### src/core/i2cs_regs.svh
// Purpose: Register offsets, field positions and reset values of the I2C slave
// Assumes: 32-bit AXI4-Lite words, 8-bit registers in the low byte lane
// Notes:   Definitions only
`ifndef I2CS_REGS_SVH
`define I2CS_REGS_SVH

`define I2CS_OFF_CTRL     8'h00
`define I2CS_OFF_DATA     8'h04
`define I2CS_OFF_OWN      8'h08

`define I2CS_CTRL_RST     8'h81
`define I2CS_BIT_DONE     7
`define I2CS_BIT_MATCH    6
`define I2CS_BIT_BUSY     5
`define I2CS_BIT_TXSEL    4
`define I2CS_BIT_ACKSEND  3
`define I2CS_BIT_DIR      2
`define I2CS_BIT_WAKE     1
`define I2CS_BIT_ACKRCV   0

`define I2CS_RESP_OKAY    2'b00
`define I2CS_RESP_SLVERR  2'b10

`define I2CS_BYTE_BITS    4'h8
`define I2CS_LAST_RISE    4'h7

`endif

### src/core/i2cs_pkg.sv
// Purpose: Types shared by the I2C slave modules
// Assumes: Offsets and fields come from i2cs_regs.svh
// Notes:   No constants here, only types
package i2cs_pkg;

   typedef enum logic [3:0] {
      ST_IDLE,
      ST_ADDR,
      ST_ADDR_ACK,
      ST_STRETCH,
      ST_RX,
      ST_RX_ACK,
      ST_TX,
      ST_TX_ACK,
      ST_WAIT_STOP
   } i2cs_state_e;

   typedef enum logic [1:0] {
      SEL_CTRL,
      SEL_DATA,
      SEL_OWN,
      SEL_NONE
   } i2cs_sel_e;

   typedef struct packed {
      i2cs_state_e st;
      logic [3:0]  cnt;
      logic [7:0]  sr;
      logic [7:0]  data;
      logic [7:0]  own;
      logic        busy;
      logic        match;
      logic        dir;
      logic        txsel;
      logic        ack_send;
      logic        wake;
      logic        ack_rcv;
      logic        done;
      logic        sda_oe_n;
      logic        scl_oe_n;
      logic        pin_lvl;
      logic        irq;
      logic        aw_rdy;
      logic        aw_got;
      i2cs_sel_e   aw_sel;
      logic        w_rdy;
      logic        w_got;
      logic [7:0]  w_data;
      logic        w_lane0;
      logic        bvalid;
      logic [1:0]  bresp;
      logic        ar_rdy;
      logic        rvalid;
      logic [7:0]  rdata;
      logic [1:0]  rresp;
   } i2cs_core_s;

   typedef struct packed {
      logic [1:0] meta;
      logic [1:0] stab;
      logic [1:0] prev;
   } i2cs_sync_s;

endpackage : i2cs_pkg

### src/core/i2cs_line_if.sv
// Purpose: Synchronised bus line levels and events
// Assumes: All signals on clock_i
// Notes:   Events are one-cycle pulses
`timescale 1ns/10ps
interface i2cs_line_if;
   logic scl_level;
   logic sda_level;
   logic scl_rise;
   logic scl_fall;
   logic start;
   logic stop;

   modport producer (output scl_level, sda_level, scl_rise, scl_fall, start, stop);
   modport consumer (input scl_level, sda_level, scl_rise, scl_fall, start, stop);
endinterface : i2cs_line_if

### src/core/i2cs_line_sync.sv
// Purpose: Two-flop synchronisers and edge, START, STOP detection for SCL and SDA
// Assumes: Bus lines are asynchronous to clock_i
// Notes:   Index 0 is SCL, index 1 is SDA
`timescale 1ns/10ps
module i2cs_line_sync (
   input  wire logic       clock_i,
   input  wire logic       rst_i,
   input  wire logic       scl_i,
   input  wire logic       sda_i,
   i2cs_line_if.producer   line
);
   i2cs_pkg::i2cs_sync_s s_reg;
   i2cs_pkg::i2cs_sync_s s_next;

   always_comb
   begin
      s_next      = s_reg;
      s_next.meta = {sda_i, scl_i};
      s_next.stab = s_reg.meta;
      s_next.prev = s_reg.stab;
   end

   always_ff @(posedge clock_i)
   begin
      if (rst_i)
      begin
         s_reg <= '{meta: 2'h3, stab: 2'h3, prev: 2'h3};
      end
      else
      begin
         s_reg <= s_next;
      end
   end

   // Only the stable stage and its delayed copy feed the decoders
   assign line.scl_level = s_reg.stab[0];
   assign line.sda_level = s_reg.stab[1];
   assign line.scl_rise  = s_reg.stab[0] & ~s_reg.prev[0];
   assign line.scl_fall  = ~s_reg.stab[0] & s_reg.prev[0];
   assign line.start     = s_reg.stab[0] & s_reg.prev[0] & ~s_reg.stab[1] & s_reg.prev[1];
   assign line.stop      = s_reg.stab[0] & s_reg.prev[0] & s_reg.stab[1] & ~s_reg.prev[1];
endmodule : i2cs_line_sync

### src/core/i2cs_slave.sv
// Purpose: I2C slave protocol engine with AXI4-Lite register access
// Assumes: Open-drain pins resolved outside; bus lines asynchronous to clock_i
// Notes:   SCL is held low after every address match and every acknowledged byte until firmware acts
//
// Contract
// - START is SDA falling while SCL high; set busy
// - Shift seven-bit address after START, compare own
// - Address match sets match flag, raises request
// - Eighth bit after START becomes direction flag
// - Acknowledge matched address low in ninth bit
// - Hold SCL low until data write or read
// - Bytes are eight bits, MSB first
// - Receiver acknowledges low after each eighth bit; data bytes are acknowledged low only while ack_send is 0
// - Transmitter releases SDA when master does not acknowledge
// - Receiver drives ack_to_send on ninth clock
// - Transmitter uses received ack to continue or stop
// - Bytes pass through shared data register
// - Byte flag clears while moving, sets when done
// - STOP clears the busy flag
// - Own address taken from address register bits 7..1
//
// Decided for this implementation: register access over AXI4-Lite and the register addresses.
`timescale 1ns/10ps
`include "i2cs_regs.svh"
module i2cs_slave #(
   parameter int ADDR_W = 8
) (
   input  wire logic              clock_i,
   input  wire logic              rst_i,
   input  wire logic              scl_i,
   output logic                   scl_o,
   output logic                   scl_oe_n_o,
   input  wire logic              sda_i,
   output logic                   sda_o,
   output logic                   sda_oe_n_o,
   output logic                   irq_o,
   input  wire logic [ADDR_W-1:0] awaddr_i,
   input  wire logic              awvalid_i,
   output logic                   awready_o,
   input  wire logic [31:0]       wdata_i,
   input  wire logic [3:0]        wstrb_i,
   input  wire logic              wvalid_i,
   output logic                   wready_o,
   output logic [1:0]             bresp_o,
   output logic                   bvalid_o,
   input  wire logic              bready_i,
   input  wire logic [ADDR_W-1:0] araddr_i,
   input  wire logic              arvalid_i,
   output logic                   arready_o,
   output logic [31:0]            rdata_o,
   output logic [1:0]             rresp_o,
   output logic                   rvalid_o,
   input  wire logic              rready_i
);
   if (ADDR_W < 4 || ADDR_W > 32)
   begin : g_chk
      $error("ADDR_W must lie between 4 and 32");
   end

   i2cs_pkg::i2cs_core_s r_reg;
   i2cs_pkg::i2cs_core_s r_next;
   logic [7:0]           rx_byte;

   i2cs_line_if line ();

   i2cs_line_sync u_sync (
      .clock_i (clock_i),
      .rst_i   (rst_i),
      .scl_i   (scl_i),
      .sda_i   (sda_i),
      .line    (line.producer)
   );

   function automatic i2cs_pkg::i2cs_sel_e reg_sel(input logic [ADDR_W-1:0] a);
      if (a == ADDR_W'(`I2CS_OFF_CTRL))
         return i2cs_pkg::SEL_CTRL;
      else if (a == ADDR_W'(`I2CS_OFF_DATA))
         return i2cs_pkg::SEL_DATA;
      else if (a == ADDR_W'(`I2CS_OFF_OWN))
         return i2cs_pkg::SEL_OWN;
      else
         return i2cs_pkg::SEL_NONE;
   endfunction : reg_sel

   assign rx_byte = {r_reg.sr[6:0], line.sda_level};

   always_comb
   begin
      logic                wr_go;
      logic                wr_data;
      logic                rd_data;
      logic [7:0]          rd_ctrl;
      i2cs_pkg::i2cs_sel_e rsel;
      wr_go   = 1'b0;
      wr_data = 1'b0;
      rd_data = 1'b0;
      rd_ctrl = 8'h00;
      rsel    = reg_sel(araddr_i);
      r_next  = r_reg;
      r_next.irq     = 1'b0;
      r_next.pin_lvl = 1'b0;

      // Write channels are taken independently, answered once both are in
      if (awvalid_i && r_reg.aw_rdy)
      begin
         r_next.aw_got = 1'b1;
         r_next.aw_sel = reg_sel(awaddr_i);
      end
      if (wvalid_i && r_reg.w_rdy)
      begin
         r_next.w_got   = 1'b1;
         r_next.w_data  = wdata_i[7:0];
         r_next.w_lane0 = wstrb_i[0];
      end
      if (r_reg.bvalid && bready_i)
         r_next.bvalid = 1'b0;
      if (r_next.aw_got && r_next.w_got && !r_next.bvalid)
      begin
         wr_go         = 1'b1;
         r_next.aw_got = 1'b0;
         r_next.w_got  = 1'b0;
         r_next.bvalid = 1'b1;
         r_next.bresp  = (r_next.aw_sel == i2cs_pkg::SEL_NONE) ?
                         `I2CS_RESP_SLVERR : `I2CS_RESP_OKAY;
      end
      if (wr_go && r_next.w_lane0)
      begin
         case (r_next.aw_sel)
            i2cs_pkg::SEL_CTRL:
            begin
               r_next.txsel    = r_next.w_data[`I2CS_BIT_TXSEL];
               r_next.ack_send = r_next.w_data[`I2CS_BIT_ACKSEND];
               r_next.wake     = r_next.w_data[`I2CS_BIT_WAKE];
            end
            i2cs_pkg::SEL_DATA:
            begin
               r_next.data = r_next.w_data;
               wr_data     = 1'b1;
            end
            i2cs_pkg::SEL_OWN:
               r_next.own = r_next.w_data;
            default:
               r_next.own = r_reg.own;
         endcase
      end
      r_next.aw_rdy = !r_next.aw_got && !r_next.bvalid;
      r_next.w_rdy  = !r_next.w_got && !r_next.bvalid;

      // Read channel
      rd_ctrl[`I2CS_BIT_DONE]    = r_reg.done;
      rd_ctrl[`I2CS_BIT_MATCH]   = r_reg.match;
      rd_ctrl[`I2CS_BIT_BUSY]    = r_reg.busy;
      rd_ctrl[`I2CS_BIT_TXSEL]   = r_reg.txsel;
      rd_ctrl[`I2CS_BIT_ACKSEND] = r_reg.ack_send;
      rd_ctrl[`I2CS_BIT_DIR]     = r_reg.dir;
      rd_ctrl[`I2CS_BIT_WAKE]    = r_reg.wake;
      rd_ctrl[`I2CS_BIT_ACKRCV]  = r_reg.ack_rcv;
      if (r_reg.rvalid && rready_i)
         r_next.rvalid = 1'b0;
      if (arvalid_i && r_reg.ar_rdy)
      begin
         r_next.rvalid = 1'b1;
         r_next.rresp  = `I2CS_RESP_OKAY;
         case (rsel)
            i2cs_pkg::SEL_CTRL:
               r_next.rdata = rd_ctrl;
            i2cs_pkg::SEL_DATA:
            begin
               r_next.rdata = r_reg.data;
               rd_data      = 1'b1;
            end
            i2cs_pkg::SEL_OWN:
               r_next.rdata = r_reg.own;
            default:
            begin
               r_next.rdata = 8'h00;
               r_next.rresp = `I2CS_RESP_SLVERR;
            end
         endcase
      end
      r_next.ar_rdy = !r_next.rvalid;

      // Protocol engine; SDA only moves while SCL is low, so no START is made
      case (r_reg.st)
         i2cs_pkg::ST_ADDR:
         begin
            if (line.scl_rise)
            begin
               r_next.sr  = rx_byte;
               r_next.cnt = r_reg.cnt + 4'h1;
               if (r_reg.cnt == `I2CS_LAST_RISE)
               begin
                  // Bit 0 of the own address takes no part in matching
                  if (r_reg.sr[6:0] == r_reg.own[7:1])
                  begin
                     r_next.match = 1'b1;
                     r_next.irq   = 1'b1;
                     r_next.dir   = line.sda_level;
                  end
               end
            end
            else if (line.scl_fall && r_reg.cnt == `I2CS_BYTE_BITS)
            begin
               if (r_reg.match)
               begin
                  r_next.sda_oe_n = 1'b0;
                  r_next.st       = i2cs_pkg::ST_ADDR_ACK;
               end
               else
                  r_next.st = i2cs_pkg::ST_WAIT_STOP;
            end
         end
         i2cs_pkg::ST_ADDR_ACK:
         begin
            if (line.scl_fall)
            begin
               r_next.sda_oe_n = 1'b1;
               r_next.scl_oe_n = 1'b0;
               r_next.st       = i2cs_pkg::ST_STRETCH;
            end
         end
         i2cs_pkg::ST_STRETCH:
         begin
            // Firmware picks the direction from the direction flag
            if ((r_reg.txsel && wr_data) || (!r_reg.txsel && rd_data))
            begin
               r_next.scl_oe_n = 1'b1;
               r_next.cnt      = 4'h0;
               r_next.done     = 1'b0;
               if (r_reg.txsel)
               begin
                  r_next.sr       = r_next.data;
                  r_next.sda_oe_n = r_next.data[7];
                  r_next.st       = i2cs_pkg::ST_TX;
               end
               else
                  r_next.st = i2cs_pkg::ST_RX;
            end
         end
         i2cs_pkg::ST_RX:
         begin
            if (line.scl_rise)
            begin
               r_next.sr  = rx_byte;
               r_next.cnt = r_reg.cnt + 4'h1;
               if (r_reg.cnt == `I2CS_LAST_RISE)
               begin
                  r_next.data  = rx_byte;
                  r_next.done  = 1'b1;
                  r_next.irq   = 1'b1;
                  r_next.match = 1'b0;
               end
            end
            else if (line.scl_fall && r_reg.cnt == `I2CS_BYTE_BITS)
            begin
               r_next.sda_oe_n = r_reg.ack_send;
               r_next.st       = i2cs_pkg::ST_RX_ACK;
            end
         end
         i2cs_pkg::ST_RX_ACK:
         begin
            if (line.scl_fall)
            begin
               r_next.sda_oe_n = 1'b1;
               // A withheld acknowledge takes no further byte
               if (!r_reg.ack_send)
               begin
                  r_next.scl_oe_n = 1'b0;
                  r_next.st       = i2cs_pkg::ST_STRETCH;
               end
               else
                  r_next.st = i2cs_pkg::ST_WAIT_STOP;
            end
         end
         i2cs_pkg::ST_TX:
         begin
            if (line.scl_rise)
            begin
               r_next.cnt = r_reg.cnt + 4'h1;
               if (r_reg.cnt == `I2CS_LAST_RISE)
               begin
                  r_next.done  = 1'b1;
                  r_next.irq   = 1'b1;
                  r_next.match = 1'b0;
               end
            end
            else if (line.scl_fall)
            begin
               if (r_reg.cnt == `I2CS_BYTE_BITS)
               begin
                  r_next.sda_oe_n = 1'b1;
                  r_next.st       = i2cs_pkg::ST_TX_ACK;
               end
               else
               begin
                  r_next.sr       = {r_reg.sr[6:0], 1'b0};
                  r_next.sda_oe_n = r_reg.sr[6];
               end
            end
         end
         i2cs_pkg::ST_TX_ACK:
         begin
            if (line.scl_rise)
               r_next.ack_rcv = line.sda_level;
            else if (line.scl_fall)
            begin
               if (!r_reg.ack_rcv)
               begin
                  r_next.scl_oe_n = 1'b0;
                  r_next.st       = i2cs_pkg::ST_STRETCH;
               end
               else
                  r_next.st = i2cs_pkg::ST_WAIT_STOP;
            end
         end
         default:
            r_next.st = r_reg.st;
      endcase

      // Bus conditions override any byte in flight
      if (line.start)
      begin
         r_next.busy     = 1'b1;
         r_next.st       = i2cs_pkg::ST_ADDR;
         r_next.cnt      = 4'h0;
         r_next.match    = 1'b0;
         r_next.sda_oe_n = 1'b1;
         r_next.scl_oe_n = 1'b1;
      end
      else if (line.stop)
      begin
         r_next.busy     = 1'b0;
         r_next.st       = i2cs_pkg::ST_IDLE;
         r_next.match    = 1'b0;
         r_next.sda_oe_n = 1'b1;
         r_next.scl_oe_n = 1'b1;
      end
   end

   always_ff @(posedge clock_i)
   begin
      if (rst_i)
      begin
         r_reg          <= '0;
         r_reg.st       <= i2cs_pkg::ST_IDLE;
         r_reg.done     <= 1'(`I2CS_CTRL_RST >> `I2CS_BIT_DONE);
         r_reg.ack_rcv  <= 1'(`I2CS_CTRL_RST >> `I2CS_BIT_ACKRCV);
         r_reg.sda_oe_n <= 1'b1;
         r_reg.scl_oe_n <= 1'b1;
         r_reg.aw_rdy   <= 1'b1;
         r_reg.w_rdy    <= 1'b1;
         r_reg.ar_rdy   <= 1'b1;
         r_reg.aw_sel   <= i2cs_pkg::SEL_NONE;
      end
      else
      begin
         r_reg <= r_next;
      end
   end

   assign scl_o      = r_reg.pin_lvl;
   assign sda_o      = r_reg.pin_lvl;
   assign scl_oe_n_o = r_reg.scl_oe_n;
   assign sda_oe_n_o = r_reg.sda_oe_n;
   assign irq_o      = r_reg.irq;
   assign awready_o  = r_reg.aw_rdy;
   assign wready_o   = r_reg.w_rdy;
   assign bvalid_o   = r_reg.bvalid;
   assign bresp_o    = r_reg.bresp;
   assign arready_o  = r_reg.ar_rdy;
   assign rvalid_o   = r_reg.rvalid;
   assign rresp_o    = r_reg.rresp;
   assign rdata_o    = {24'h000000, r_reg.rdata};
endmodule : i2cs_slave

### config.mk
export PLATFORM = sky130hd
export DESIGN_NAME = i2cs_slave
export DESIGN_NICKNAME = d
export VERILOG_FILES = /design/src/core/i2cs_pkg.sv /design/src/core/i2cs_line_if.sv /design/src/core/i2cs_line_sync.sv /design/src/core/i2cs_slave.sv
export VERILOG_INCLUDE_DIRS = /design/src /design/src/core
export SDC_FILE = /design/constraint.sdc
export NUM_CORES = 1
export LEC_CHECK = 0
export BUFFER_PORTS_ARGS = -buffer_cell sky130_fd_sc_hd__buf_2
export CORE_UTILIZATION = 35
export DETAILED_ROUTE_END_ITERATION = 10
export PLACE_DENSITY = 0.65
export SLEW_MARGIN = 20
export SYNTH_ARGS = -nofsm -noshare
export SYNTH_HDL_FRONTEND = slang
export SYNTH_SLANG_ARGS = --single-unit
### constraint.sdc
create_clock -name clock_i -period 2.4 [get_ports clock_i]
set_input_delay 0.24 -clock clock_i [delete_from_list [all_inputs] [get_ports clock_i]]
set_output_delay 0.24 -clock clock_i [all_outputs]
set_load 0.005 [all_outputs]
# --- Word-level counts from Yosys, hierarchy flattened ---
# Cells that the tools add are included.
totals:
  input_bits: 61
  ff_bits: 79
classes:
  n_addsub: 1
  mux: 89
  n_reduce_logical: 48
  eq_ne: 55
  bitwise: 11
ops:
  columns: ["cell", "count"]
  rows:
  - ["$mux W8", 8]
  - ["$mux W4", 15]
  - ["$ne A4 B4 Y1 const B", 12]
  - ["$pmux W12 S4", 1]
  - ["$ne A2 B2 Y1 const B", 22]
  - ["$mux W1", 35]
  - ["$mux W16", 2]
  - ["$mux W2", 14]
  - ["$pmux W4 S7", 1]
  - ["$reduce_and A13 Y1", 2]
  - ["$pmux W8 S3", 1]
  - ["$eq A4 B3 Y1 const B", 5]
  - ["$mux W20", 1]
  - ["$eq A8 B3 Y1 const B", 2]
  - ["$eq A8 B4 Y1 const B", 2]
  - ["$logic_not A8 Y1", 2]
  - ["$reduce_and A8 Y1", 2]
  - ["$logic_and A1 B1 Y1", 13]
  - ["$mux W12", 1]
  - ["$reduce_and A12 Y1", 1]
  - ["$mux W11", 1]
  - ["$mux W10", 1]
  - ["$mux W3", 3]
  - ["$reduce_bool A9 Y1", 1]
  - ["26 further kinds", 56]

# --- Longest topological paths before layout ---
depth:
  word_depth: 16
  ltp_mapped: 9
  ltp_nobuf: 8

# --- Modules after synthesis ---
# From an unflattened synthesis, not the netlist that was laid out.
hier_totals:
  hier_cells: 474
  hier_area_um2: 4126.5
by_module_without_submodules:
  columns: ["mod", "instances", "cells_per_inst", "seq_area_each_um2", "area_each_um2"]
  rows:
  - ["i2cs_slave", 1, 458, 1401.3, 3936.3]
  - ["i2cs_line_sync", 1, 16, 120.1, 190.2]

# --- Worst setup path after synthesis ---
# Ideal clock, no wire load.
synth_timing:
  path_type: "reg2reg"
  start: "reg r_reg, in the netlist awready_o"
  end: "reg r_reg[64] (netlist bit)"
  arrival_time_ps: 2256
  path_slack_ps: 10
  stages_incl_launch_ff: 8
  setup_ps: 133
  synth_period_minus_slack_ps: 2390
  n_path_buf: 1
  path_cell_list: "dfxtp_1 > or4bb_1 > o32ai_2 > nand4_2 > a221oi_4 > and2_1 > buf_4 > a311oi_1"
synth_via:
  elab_chain_cells: 11
  word_cells_on_any_way: 18
  classes_between: "eq/ne: 2; mux: 9; reduce/logical: 7"
synth_rtl:
  columns: ["item", "line", "source"]
  rows:
  - ["from (decl)", "i2cs_slave.sv:60", "i2cs_pkg::i2cs_core_s r_reg;"]
  - ["from (signal assigned)", "i2cs_slave.sv:357", "r_reg <= r_next;"]
  - ["$logic_and A1 B1 Y1 (*)", "i2cs_slave.sv:104", "if (awvalid_i && r_reg.aw_rdy)"]
  - ["$mux W3 (*)", "i2cs_slave.sv:104", null]
  - ["$logic_and A1 B1 Y1 (2 in a row)", "i2cs_slave.sv:117", "if (r_next.aw_got && r_next.w_got && !r_next.bvalid)"]
  - ["$mux W1", "i2cs_slave.sv:117", null]
  - ["$logic_and A1 B1 Y1", "i2cs_slave.sv:126", "if (wr_go && r_next.w_lane0)"]
  - ["$mux W1", "i2cs_slave.sv:126", null]
  - ["$logic_and A1 B1 Y1", "i2cs_slave.sv:225", "if ((r_reg.txsel && wr_data) || (!r_reg.txsel && rd_data))"]
  - ["$logic_or A1 B1 Y1", "i2cs_slave.sv:225", null]
  - ["$ne A2 B2 Y1 (no source line)", null, null]
  - ["$reduce_and A8 Y1 (no source line)", null, null]
# Every way passes the cells marked *; elsewhere a longest branch is shown, timed or not. The select of a mux whose other input is x is not followed.
# A chain may end at the register's enable or synchronous reset.

# --- Final worst setup path ---
# Ends and elaborated chain as after synthesis.

==> results.cfg <==
[hold_path]
worst_hold_path_type = in2reg
min_from = scl_i
holdPathEnd = u_sync.s_next[2]
min_path_cells = 2

[power]
peakVddDrop_uv = 385
p_leak_nw = 1.97
p_total_mw = 2.92
powerDensity_nw_per_um2 = 601

[placement]
place.gp.congestion = 0.901
placement.io_buffers = 51
dp.cells = 666
hpwl_um = 7240
pre_cts_slack_ns = -0.153
placed_cell_area_sq_um = 4410

[logic_synthesis]
yosys_warnings = 0
yosysUniqueCellTypes = 61
yosys_most_used_dff = dfxtp_1
synth.area.top_cells = dfxtp_1 (38%), buf_4 (7.3%), mux2i_1 (5.5%)
syn_inst = 482
synth_most_common_cell = dfxtp_1
synth_seq_area_share = 0.378
synth_commonest_cells = dfxtp_1 (76), nor2_1 (56), nand2_1 (41), buf_4 (39), a21oi_1 (36)
synth-seq-cells = 76
async_flop_share = 0
yosysTopAreaCell = dfxtp_1
yosysTopAreaCellShare = 0.378
synth_area_per_cell_sq_um = 8.35
synth.cell_area_sq_um = 4020
synth_edf_count = 0

[clock_tree]
numCtsBuffers = 9
path_clk_slew_ns = 0.06
cts_tree = done
cts_sinks = 76
cts_buffer_depth = 2
h-tree-depth = 3
cts_root_buffer = clkbuf_16
clk_latency_ns = 0.33
ctsHoldBuffers = 0

[die]
io_pins = 107
die_h_um = 109
initial_core_util = 0.365
core-area_sq_um = 11000
die_x_um = 109
placementRows = 38
die-area_sq_um = 11900

[critical_path]
reg2reg_slack_ns = 0.04
r2r_end = r_reg[64]
worst_setup_path_end_kind = register
arrival_ns = 2.60
required_ns = 2.64
rr_worst_depth = 8
crit_type = reg2reg
worstSetupStartpointType = register
reg2reg_from = awready_o
crit_path_max_fanout = 4

[final_layout]
diodes = 0
design_area_sq_um = 4870
largest_reg_flops = 52
layoutNonFillerInstCount = 687
drive_gt1_frac = 0.250
nFillCells = 1084
area_growth_pct = 21.0
fin_nets = 605

[global_routing]
grt_usage = 0.174
grt_first_pass_wirelength_um = 16000
grt_pass1_vias = 3338
antenna_found_initial = 0
grt_overflow_total = 0
grt_max_degree = 41

[drt]
routed_via_density = 5.26
routed_wl_um = 10100
first_iter_violations = 169
first_pass_iters = 4
drtAntennaViolNets = 0
route.detailed.drc = 0
met2_length_um = 4950
wl_met3_um = 533
post_drt_wl_per_cell_um = 14.7
vias = 3617
highest_layer = met4
wl_met1_um = 4470

[sta]
clock_skew_ns = 0.00629
holdWs_ns = 0.0837
finalHoldViolCount = 0
worstMarginPinSlew_ns = 0.571
slew_headroom = 0.618
maxSlewViolCount = 0
grt_setup_unrepaired = true
min_period_over_period = 0.984
setup_viol = 0
fin_ws_ns = 0.0388
period_minus_slack_ns = 2.36
fmax_mhz = 424

[outcome]
status = completed

[run]
drv_cap = 0
-- routing by layer --
metal	vias to the layer above	track usage
met5	-	0
met4	0	0.0571
met3	12	0.0418
met2	133	0.300
met1	1698	0.210
li1	1774	-
-- cells in the final DEF (no fill, tap or decap), drive strengths merged, types with 4 or more instances in the layout --
cell and count:
a22oi 12, dfxtp 76, and2 4, conb 28
o21a 4, clkbuf 10, a21oi 36, nand2 41
o21ai 29, mux2 6, xor2 6, buf 83
nand3 9, mux2i 22, or4 5, nor2 56
inv 16, a311oi 8, a211oi 16, or2 8
nand2b 9, nor3 8, nor2b 7
-- what timing repair did --
item,CTS,global route
gates resized for setup,7,17
endpoints found under the setup margin,8,12
setup buffers,0,4
cloned,0,1
pin swaps,0,13
-- kinds of logic after synthesis --
logic type	count (synthesis)	share of synthesized area
buf+inv	74	0.106
compound gates	130	0.221
flops	76	0.378
mux	28	0.0715
fa+ha+maj	3	0.00871
other cells	1	0.000932
simple gates	162	0.196
xor+xnor	8	0.0174
-- cell type report --
cell class / count / area, sq um / area share
clock buffer: 9 / 225 / 0.0463
multi-input combinational: 359 / 2290 / 0.471
sequential: 76 / 1520 / 0.313
tap: 140 / 175 / 0.0360
timing repair buffer: 84 / 549 / 0.113
inverter: 12 / 45.0 / 0.00925
clock inverter: 7 / 57.6 / 0.0118
-- per-stage QoR --
| stage | setup TNS [ns] | util |
|---|---|---|
| CTS | 0 | 0.430 |
| global route | -0.100 | 0.441 |
| floorplan | 0 | - |
| detailed placement | -1.24 | 0.400 |
| global placement | -1.29 | 0.400 |
| finish | 0 | 0.441 |
-- how the worst max path moves through the flow --
stage	cells after the start	slack, ns	startpoint	to
6_report	8	0.04	awready_o	r_reg[64]
5_1_grt	8	-0.03	awready_o	r_reg[60]
4_1_cts	8	0.007	awready_o	r_reg[63]
3_5_place_dp	8	-0.15	araddr_i[4]	r_reg[70]
3_3_place_gp	8	-0.14	araddr_i[4]	r_reg[70]
2_1_floorplan	7	0.01	awready_o	r_reg[64]
-- where the power goes --
group	total (mW)	internal (mW)	switching, mW
clock network	1.30	0.717	0.579
logic	0.296	0.125	0.171
registers	1.33	1.31	0.0243
total	2.92	2.15	0.775
-- critical path: stages, from the launching register on --
cell       delay, ns
dfxtp_2         0.32
or4bb_4         0.48
o32ai_4         0.34
buf_4           0.17
and4_4          0.27
clkbuf_16       0.15
mux2i_1         0.23
nand2_1         0.09
a311oi_1        0.22
Note: power is estimated with default switching activity, not from simulation.
